$ cat config.mk
export PLATFORM = sky130hd
export DESIGN_NAME = active_energy_cal
export DESIGN_NICKNAME = d
export VERILOG_FILES = /design/src/common/energy_cal_pkg.sv /design/src/common/timebase_if.sv /design/src/hdl/line_timebase.sv /design/src/hdl/active_energy_cal.sv
export SDC_FILE = /design/constraint.sdc
export NUM_CORES = 1
export LEC_CHECK = 0
export ABC_CLOCK_PERIOD_IN_PS = 27300
export BUFFER_PORTS_ARGS = -buffer_cell sky130_fd_sc_hd__buf_2
export CAP_MARGIN = 25
export CELL_PAD_IN_SITES_DETAIL_PLACEMENT = 1
export CELL_PAD_IN_SITES_GLOBAL_PLACEMENT = 1
export CORE_UTILIZATION = 52
export CTS_CLUSTER_DIAMETER = 60
export CTS_CLUSTER_SIZE = 12
export DETAILED_ROUTE_END_ITERATION = 10
export HOLD_SLACK_MARGIN = 0.02
export MAX_ROUTING_LAYER = met4
export PLACE_DENSITY = 0.9
export SKIP_LAST_GASP = 1
export SYNTH_ARGS = -nofsm -noshare
export SYNTH_HDL_FRONTEND = slang
export SYNTH_SLANG_ARGS = --single-unit
export TNS_END_PERCENT = 100
$ cat constraint.sdc
create_clock -name clk_sys -period 27.3 [get_ports clk_sys]
set_input_delay 2.73 -clock clk_sys [delete_from_list [all_inputs] [get_ports clk_sys]]
set_output_delay 2.73 -clock clk_sys [all_outputs]
set_load 0.1 [all_outputs]
$ cat src/common/energy_cal_pkg.sv
// Package holding constants and widths for the active energy gain/offset block
package energy_cal_pkg;
  localparam int CLK_HZ         = 10_000_000;  // System clock rate
  localparam int QUARTER_DIV    = 4;           // Accumulation tick every 4 clocks
  localparam int PERIOD_DIV     = 8;           // Line period counts 8-clock units
  localparam int PWR_W          = 24;          // Active power sample width
  localparam int GAIN_W         = 12;          // Gain word width
  localparam int GAIN_SHIFT     = 12;          // Gain is (4096 + gain) / 4096
  localparam int OFS_W          = 16;          // Offset word width
  localparam int OFS_FRAC       = 8;           // Fractional offset bits
  localparam int ENERGY_W       = 24;          // Visible energy register width
  localparam int FINE_FRAC      = 33;          // Fine units per energy LSB, as a power of two
  localparam int FINE_W         = ENERGY_W + FINE_FRAC;
  localparam int DIV_W          = 8;           // Energy divider width
  localparam int CFR_W          = 12;          // Pulse rate numerator/denominator width
  localparam int HALF_CYCLE_COUNT_W      = 16;          // Half cycle count width
  localparam int PERIOD_W       = 16;          // Line period width
  localparam int CF_PULSE_NS    = 10000;       // Calibration pulse high time
  localparam int CF_PULSE_CYC   = (CF_PULSE_NS * (CLK_HZ / 1_000_000) + 999) / 1000;
  localparam int CF_PULSE_W     = 8;           // Width of pulse timer
  localparam logic [DIV_W-1:0] DIV_MIN = 8'h01;  // Divider value 0 acts as 1
endpackage : energy_cal_pkg

$ cat src/common/timebase_if.sv
// Interface carrying the accumulation tick and line period between modules
`timescale 1ns/1ps
interface timebase_if;
  import energy_cal_pkg::*;
  logic                tick_quarter;  // One-cycle pulse every QUARTER_DIV clocks
  logic                half_edge;     // One-cycle pulse per half line cycle
  logic [PERIOD_W-1:0] line_period;   // Last period in 8-clock units
  modport src  (output tick_quarter, output line_period, input half_edge);
  modport sink (input tick_quarter, input line_period, output half_edge);
endinterface : timebase_if

$ cat src/hdl/line_timebase.sv
// Quarter-rate tick divider and line period counter
`timescale 1ns/1ps
module line_timebase
  import energy_cal_pkg::*;
(
  input  wire logic   clk_sys,
  input  wire logic   rst,
  timebase_if.src     tb
);
  typedef struct packed {
    logic [2:0]          pre;      // Free running divider
    logic                tick;     // Quarter-rate pulse
    logic [PERIOD_W-1:0] per_cnt;  // Running period count
    logic [PERIOD_W-1:0] period;   // Latched period
  } tb_state_t;

  tb_state_t s;       // Registered state
  tb_state_t next_s;  // Next state

  assign tb.tick_quarter = s.tick;
  assign tb.line_period  = s.period;

  // Divider and period measurement
  always_comb begin
    next_s      = s;
    next_s.pre  = s.pre + 3'h1;
    next_s.tick = (s.pre[1:0] == 2'(QUARTER_DIV - 1));
    if (tb.half_edge) begin
      // Period spans one half cycle; measured from each half-cycle edge to the next
      next_s.period  = s.per_cnt;
      next_s.per_cnt = '0;
    end else if (s.pre == 3'(PERIOD_DIV - 1) && s.per_cnt != '1) begin
      // Saturate rather than wrap when no line is present
      next_s.per_cnt = s.per_cnt + 16'h0001;
    end
  end

  // State register
  always_ff @(posedge clk_sys) begin
    if (rst) begin
      s <= '0;
    end else begin
      s <= next_s;
    end
  end
endmodule : line_timebase

$ cat src/hdl/active_energy_cal.sv
// Active energy gain/offset correction, divider, calibration pulse and line-cycle accumulation
`timescale 1ns/1ps
module active_energy_cal
  import energy_cal_pkg::*;
(
  input  wire logic                        clk_sys,
  input  wire logic                        rst,
  input  wire logic signed [PWR_W-1:0]     active_power,
  input  wire logic                        half_cycle_edge,
  input  wire logic signed [GAIN_W-1:0]    active_power_gain,
  input  wire logic signed [OFS_W-1:0]     active_power_offset,
  input  wire logic [DIV_W-1:0]            energy_divider,
  input  wire logic [CFR_W-1:0]            pulse_rate_numerator,
  input  wire logic [CFR_W-1:0]            pulse_rate_denominator,
  input  wire logic [HALF_CYCLE_COUNT_W-1:0]        half_cycle_count,
  input  wire logic                        line_mode,
  input  wire logic                        line_irq_enable,
  input  wire logic                        status_clear,
  output logic signed [ENERGY_W-1:0]       active_energy_accum,
  output logic signed [ENERGY_W-1:0]       line_accum_active_energy,
  output logic [PERIOD_W-1:0]              line_period,
  output logic                             line_done_status,
  output logic                             calibration_pulse_out,
  output logic                             irq_oe_n
);
  ////////////////////////////////////////////////////////////////////////////
  typedef logic signed [FINE_W-1:0] fine_t;  // Energy in 2^-33 LSB units

  typedef struct packed {
    fine_t                       fine;      // Fine energy accumulator
    logic signed [DIV_W+1:0]     div_cnt;   // Divider prescaler
    logic signed [ENERGY_W-1:0]  energy;    // Visible energy
    logic [CFR_W:0]              cf_cnt;    // Pulse rate accumulator
    logic [CF_PULSE_W-1:0]       cf_timer;  // Pulse high time left
    logic                        cf_out;    // Pulse output
    logic                        mode_q;    // Line mode last cycle
    logic [HALF_CYCLE_COUNT_W-1:0]        half_cnt;  // Half cycles in window
    logic signed [ENERGY_W-1:0]  window;    // Energy in current window
    logic signed [ENERGY_W-1:0]  line_e;    // Latched window energy
    logic                        status;    // Window done flag
    logic                        irq_oe_n;  // Interrupt pin enable, low drives
  } cal_state_t;

  cal_state_t s;       // Registered state
  cal_state_t next_s;  // Next state

  timebase_if tb ();   // Tick and period carrier

  ////////////////////////////////////////////////////////////////////////////
  // Gained power plus offset, in fine units
  function automatic fine_t tick_delta(input logic signed [PWR_W-1:0] p,
                                       input logic signed [GAIN_W-1:0] g,
                                       input logic signed [OFS_W-1:0] o);
    logic signed [GAIN_W+1:0]       factor;
    logic signed [PWR_W+GAIN_W+1:0] prod;
    factor = (GAIN_W+2)'(1 <<< GAIN_SHIFT) + (GAIN_W+2)'(g);
    prod   = (PWR_W+GAIN_W+2)'(p) * (PWR_W+GAIN_W+2)'(factor);
    // Power unit is 256 offset units, so the offset keeps 8 fraction bits
    return (FINE_W'(prod >>> GAIN_SHIFT) <<< OFS_FRAC) + FINE_W'(o);
  endfunction : tick_delta

  // Whole energy LSB carry between two fine values
  function automatic logic signed [1:0] lsb_carry(input fine_t a, input fine_t b);
    logic signed [ENERGY_W-1:0] d;
    d = b[FINE_W-1:FINE_FRAC] - a[FINE_W-1:FINE_FRAC];
    return 2'(d);
  endfunction : lsb_carry

  fine_t                      delta;    // This tick's fine increment
  logic signed [1:0]          carry;    // Whole LSB step this cycle
  logic signed [DIV_W+1:0]    div_eff;  // Divider with zero as one
  logic signed [DIV_W+1:0]    div_sum;  // Prescaler after carry
  logic signed [1:0]          e_step;   // Visible energy step
  logic [CFR_W:0]             cf_sum;   // Pulse accumulator after carry
  logic                       win_end;  // Window completes this cycle

  ////////////////////////////////////////////////////////////////////////////
  line_timebase u_timebase (
    .clk_sys (clk_sys),
    .rst     (rst),
    .tb      (tb)
  );

  assign tb.half_edge               = half_cycle_edge;
  assign active_energy_accum        = s.energy;
  assign line_accum_active_energy   = s.line_e;
  assign line_period                = tb.line_period;
  assign line_done_status           = s.status;
  assign calibration_pulse_out      = s.cf_out;
  assign irq_oe_n                   = s.irq_oe_n;

  ////////////////////////////////////////////////////////////////////////////
  // Next state
  always_comb begin
    next_s  = s;
    delta   = tick_delta(active_power, active_power_gain, active_power_offset);
    div_eff = (DIV_W+2)'((energy_divider < DIV_MIN) ? DIV_MIN : energy_divider);
    carry   = 2'sb00;
    e_step  = 2'sb00;
    win_end = 1'b0;
    // Fine accumulation only on the quarter-rate tick
    if (tb.tick_quarter) begin
      next_s.fine = s.fine + delta;
      carry       = lsb_carry(s.fine, next_s.fine);
    end
    // Divider prescaler; carry is at most one LSB per tick by width
    div_sum = s.div_cnt + (DIV_W+2)'(carry);
    if (div_sum >= div_eff) begin
      div_sum = div_sum - div_eff;
      e_step  = 2'sb01;
    end else if (div_sum <= -div_eff) begin
      div_sum = div_sum + div_eff;
      e_step  = -2'sb01;
    end
    next_s.div_cnt = div_sum;
    next_s.energy  = s.energy + ENERGY_W'(e_step);
    // Pulse chain takes the gained carry before the divider
    cf_sum = s.cf_cnt;
    if (carry == 2'sb01) begin
      cf_sum = s.cf_cnt + (CFR_W+1)'(pulse_rate_numerator) + (CFR_W+1)'(1);
    end
    if (s.cf_timer != '0) begin
      next_s.cf_timer = s.cf_timer - 8'h01;
    end else begin
      next_s.cf_out = 1'b0;
    end
    if (cf_sum > (CFR_W+1)'(pulse_rate_denominator)) begin
      // A pulse request during a pulse only restarts its high time
      cf_sum          = cf_sum - (CFR_W+1)'(pulse_rate_denominator) - (CFR_W+1)'(1);
      next_s.cf_out   = 1'b1;
      next_s.cf_timer = CF_PULSE_W'(CF_PULSE_CYC - 1);
    end
    next_s.cf_cnt = cf_sum;
    // Line-cycle window; a mid-cycle start makes the first result short
    next_s.mode_q = line_mode;
    if (!line_mode || !s.mode_q) begin
      next_s.half_cnt = '0;
      next_s.window   = '0;
    end else begin
      next_s.window = s.window + ENERGY_W'(e_step);
      if (half_cycle_edge) begin
        next_s.half_cnt = s.half_cnt + 16'h0001;
        win_end = (s.half_cnt + 16'h0001 >= half_cycle_count);
      end
      if (win_end) begin
        next_s.line_e   = next_s.window;
        next_s.window   = '0;
        next_s.half_cnt = '0;
      end
    end
    // Done flag: a set in the clearing cycle wins
    if (status_clear) begin
      next_s.status = 1'b0;
    end
    if (win_end) begin
      next_s.status = 1'b1;
    end
    next_s.irq_oe_n = !(next_s.status && line_irq_enable);
  end

  // State register
  always_ff @(posedge clk_sys) begin
    if (rst) begin
      s          <= '0;
      s.irq_oe_n <= 1'b1;
    end else begin
      s <= next_s;
    end
  end
endmodule : active_energy_cal

==> qor.csv <==
metric,value,unit
status,completed,
"Arr. time, crit path",20580,ps
P&R area growth vs syn,5.38,%
ys flop type,dfxtp_1,
dpl hpwl,62400,um
Hold Slack,439,ps
"antenna viol nets, final",0,
"top cells by area, synth","fa_1 25%, dfxtp_1 15%, ha_1 11%",
vias per cell,5.91,
busiest grt layer,met2,
post-route minimum period,20220,ps
met3 GRT Util,0.0421,
"Reg clk slew, reported paths",90,ps
syn_nets,3755,
initial antenna violation count,1,
synth unique cells,82,
total grt overflow,0,
largest net degree at the start of global routing,66,
synthesized area,0.0262,mm2
max-cap viol count,0,
WL/cell,20.7,um
synthesized flop and latch total,194,
crit path from,active_power_gain[10],
CP peak stage delay,920,ps
ys async rst share,0,
placed cells,3742,
Avg Inst Size Synth,8.46,um2
skew final,13.7,ps
PostCTS Resize Cnt,0,
Worst-Skew Late Latency,480,ps
met2 GRT Util,0.585,
TritonCTS clock tree,yes,
total setup buffers inserted after CTS,0,
clock sinks,194,
vias in the first global route,25200,
row count,81,
number of enable flip-flop cells after synthesis,0,
Max Slew Vio Count,0,
width of the die,226,um
Post-Synthesis Cells,3093,
final RePlAce weighted congestion,0.897,
post-cts hold buffer count,0,
DR pass1 iterations,5,
crit-path max FO,38,
GRT Total Usage,0.327,
FF-to-FF setup slack,14910,ps
min-delay worst type,reg2reg,
die area,0.0512,mm2
YS warnings,0,
worst r2r src,s[124]$_SDFFE_PP0P_,
CP Class,in2reg,
"slowest stage cell, crit path",o41ai_1,
first-pass GRT wire length,128000,um
Initial Util,0.531,
post-synthesis sequential area ratio,0.148,
Max clock buf depth,2,
fin crit share,0.741,
I/O Buffers,172,
final hold vios,0,
filler instances,5938,
worst slew pin tran,1020,ps
RSZ-0062 raised after global routing,no,
Core Region,0.0493,mm2
Num CTS Buffers,17,
Setup TNS,0,ps
Worst EP required,27660,ps
M1 GR Usage,0.355,
crit end category,flop,
root buffer cell,clkbuf_16,
DRC,0,
die height,226,um
FMAX,49.5,MHz
final std cells w/o fill,3775,
WL final,78200,um
post-synth top area cell,fa_1,
layout cells sized above 1,0.0820,
detailed-route via count,22300,
Worst R2R Path Depth,44,
Slew headroom,0.318,
FF-to-FF End,line_accum_active_energy[16]$_SDFFE_PP0P_,
H-tree depth,4,
CP Launch Type,input pin,
I/O pin cnt,173,
# setup viols final,0,
Synth top area share,0.246,
Worst Setup EP,line_accum_active_energy[16]$_SDFFE_PP0P_,
DR iter-0 viols,1119,
Final nets,3759,
[synthesized netlist by cell type (18+ instances only)]
cell type	instances
nand2b_1	23
nand2_1	237
o21ai_0	77
a21o_1	35
and3_1	33
buf_4	66
and2_1	167
nor4_1	26
or3_1	20
ha_1	235
nor3_1	100
o21a_1	36
a211oi_1	18
nand4_1	33
fa_1	321
a21boi_0	21
inv_1	466
a21oi_1	130
mux2i_1	52
xor2_1	46
nor2b_1	58
o21bai_1	20
clkbuf_1	116
xnor2_1	85
dfxtp_1	194
nor2_1	198
nand3_1	60
[final cells by class]
type                       count  area [um2]  area share
timing repair buffer         185         968      0.0351
antenna                        1        2.50   0.0000907
inverter                     466        1750      0.0634
tap                          664         831      0.0301
sequential                   194        3880       0.141
clock buffer                  18         439      0.0159
multi-input combinational   2233       19500       0.708
clock inverter                14         180     0.00653
[sequential cells by signal (all words and copies together) (netlist names)]
signal and cells:
line_accum_active_energy 24, active_energy_accum 24, irq_oe_n 1, line_done_status 1, calibration_pulse_out 1, u_timebase.tb.tick_quarter 1
s 107, u_timebase.s 19, u_timebase.tb.line_period 16
[critical path, delay by kind of cell]
family / cells / cell delay [ps]
buf+inv: 7 / 1360
fa+ha+maj: 13 / 5630
xor+xnor: 5 / 1160
simple gates: 15 / 3670
compound gates: 21 / 5980
[stage by stage]
stage	cell area [um2]	util	setup WS (ps)
2_1_floorplan	26200	-	9800
3_3_place_gp	26900	0.547	8310
3_5_place_dp	27000	0.547	7060
4_1_cts	27600	0.560	7450
5_1_grt	27600	0.560	6070
6_report	27600	0.560	7080
[placed cells by master, fill, tap and decap left out, drive strengths merged, types with 36 or more instances in the layout]
cell type,instances
o21a,36
a21oi,133
ha,235
dfxtp,194
fa,321
nor3,101
mux2i,52
and2,167
nor2b,58
nand3,60
xnor2,86
xor2,46
buf,185
inv,472
nor2,199
o21ai,80
nand2,237
[kinds of logic (layout without fill, tap and decap cells)]
group | count (synthesis) | count (layout) | share of synthesized area
other | 1 | 2 | 0.000143
AND/OR/NAND/NOR | 1042 | 1042 | 0.206
adder cells (fa/ha/maj) | 556 | 556 | 0.358
AO/OA/AOI/OAI | 441 | 441 | 0.112
flip-flops | 194 | 194 | 0.148
XOR/XNOR | 133 | 133 | 0.0458
multiplexers | 60 | 60 | 0.0233
buffers and inverters | 666 | 683 | 0.106
[metal layers]
metal	up-vias	part of all wire
met3	314	0.038
met2	663	0.53
met4	0	0.053
met1	11300	0.38
li1	10100	-
met5	-	0
[worst min path at each step]
| stage | cells past startpoint | to | slack, ps | startpoint |
|---|---|---|---|---|
| finish | 1 | u_timebase.s[33]$_SDFF_PP0_ | 440 | u_timebase.s[33]$_SDFF_PP0_ |
| global route | 1 | u_timebase.s[33]$_SDFF_PP0_ | 470 | u_timebase.s[33]$_SDFF_PP0_ |
| detailed placement | 1 | u_timebase.s[33]$_SDFF_PP0_ | 440 | u_timebase.s[33]$_SDFF_PP0_ |
| CTS | 1 | u_timebase.s[33]$_SDFF_PP0_ | 450 | u_timebase.s[33]$_SDFF_PP0_ |
| floorplan | 1 | u_timebase.s[33]$_SDFF_PP0_ | 400 | u_timebase.s[33]$_SDFF_PP0_ |
| global placement | 1 | u_timebase.s[33]$_SDFF_PP0_ | 410 | u_timebase.s[33]$_SDFF_PP0_ |
Power is not shown: default switching activity piles up to over one toggle a cycle in this logic, so the estimate is an artifact.
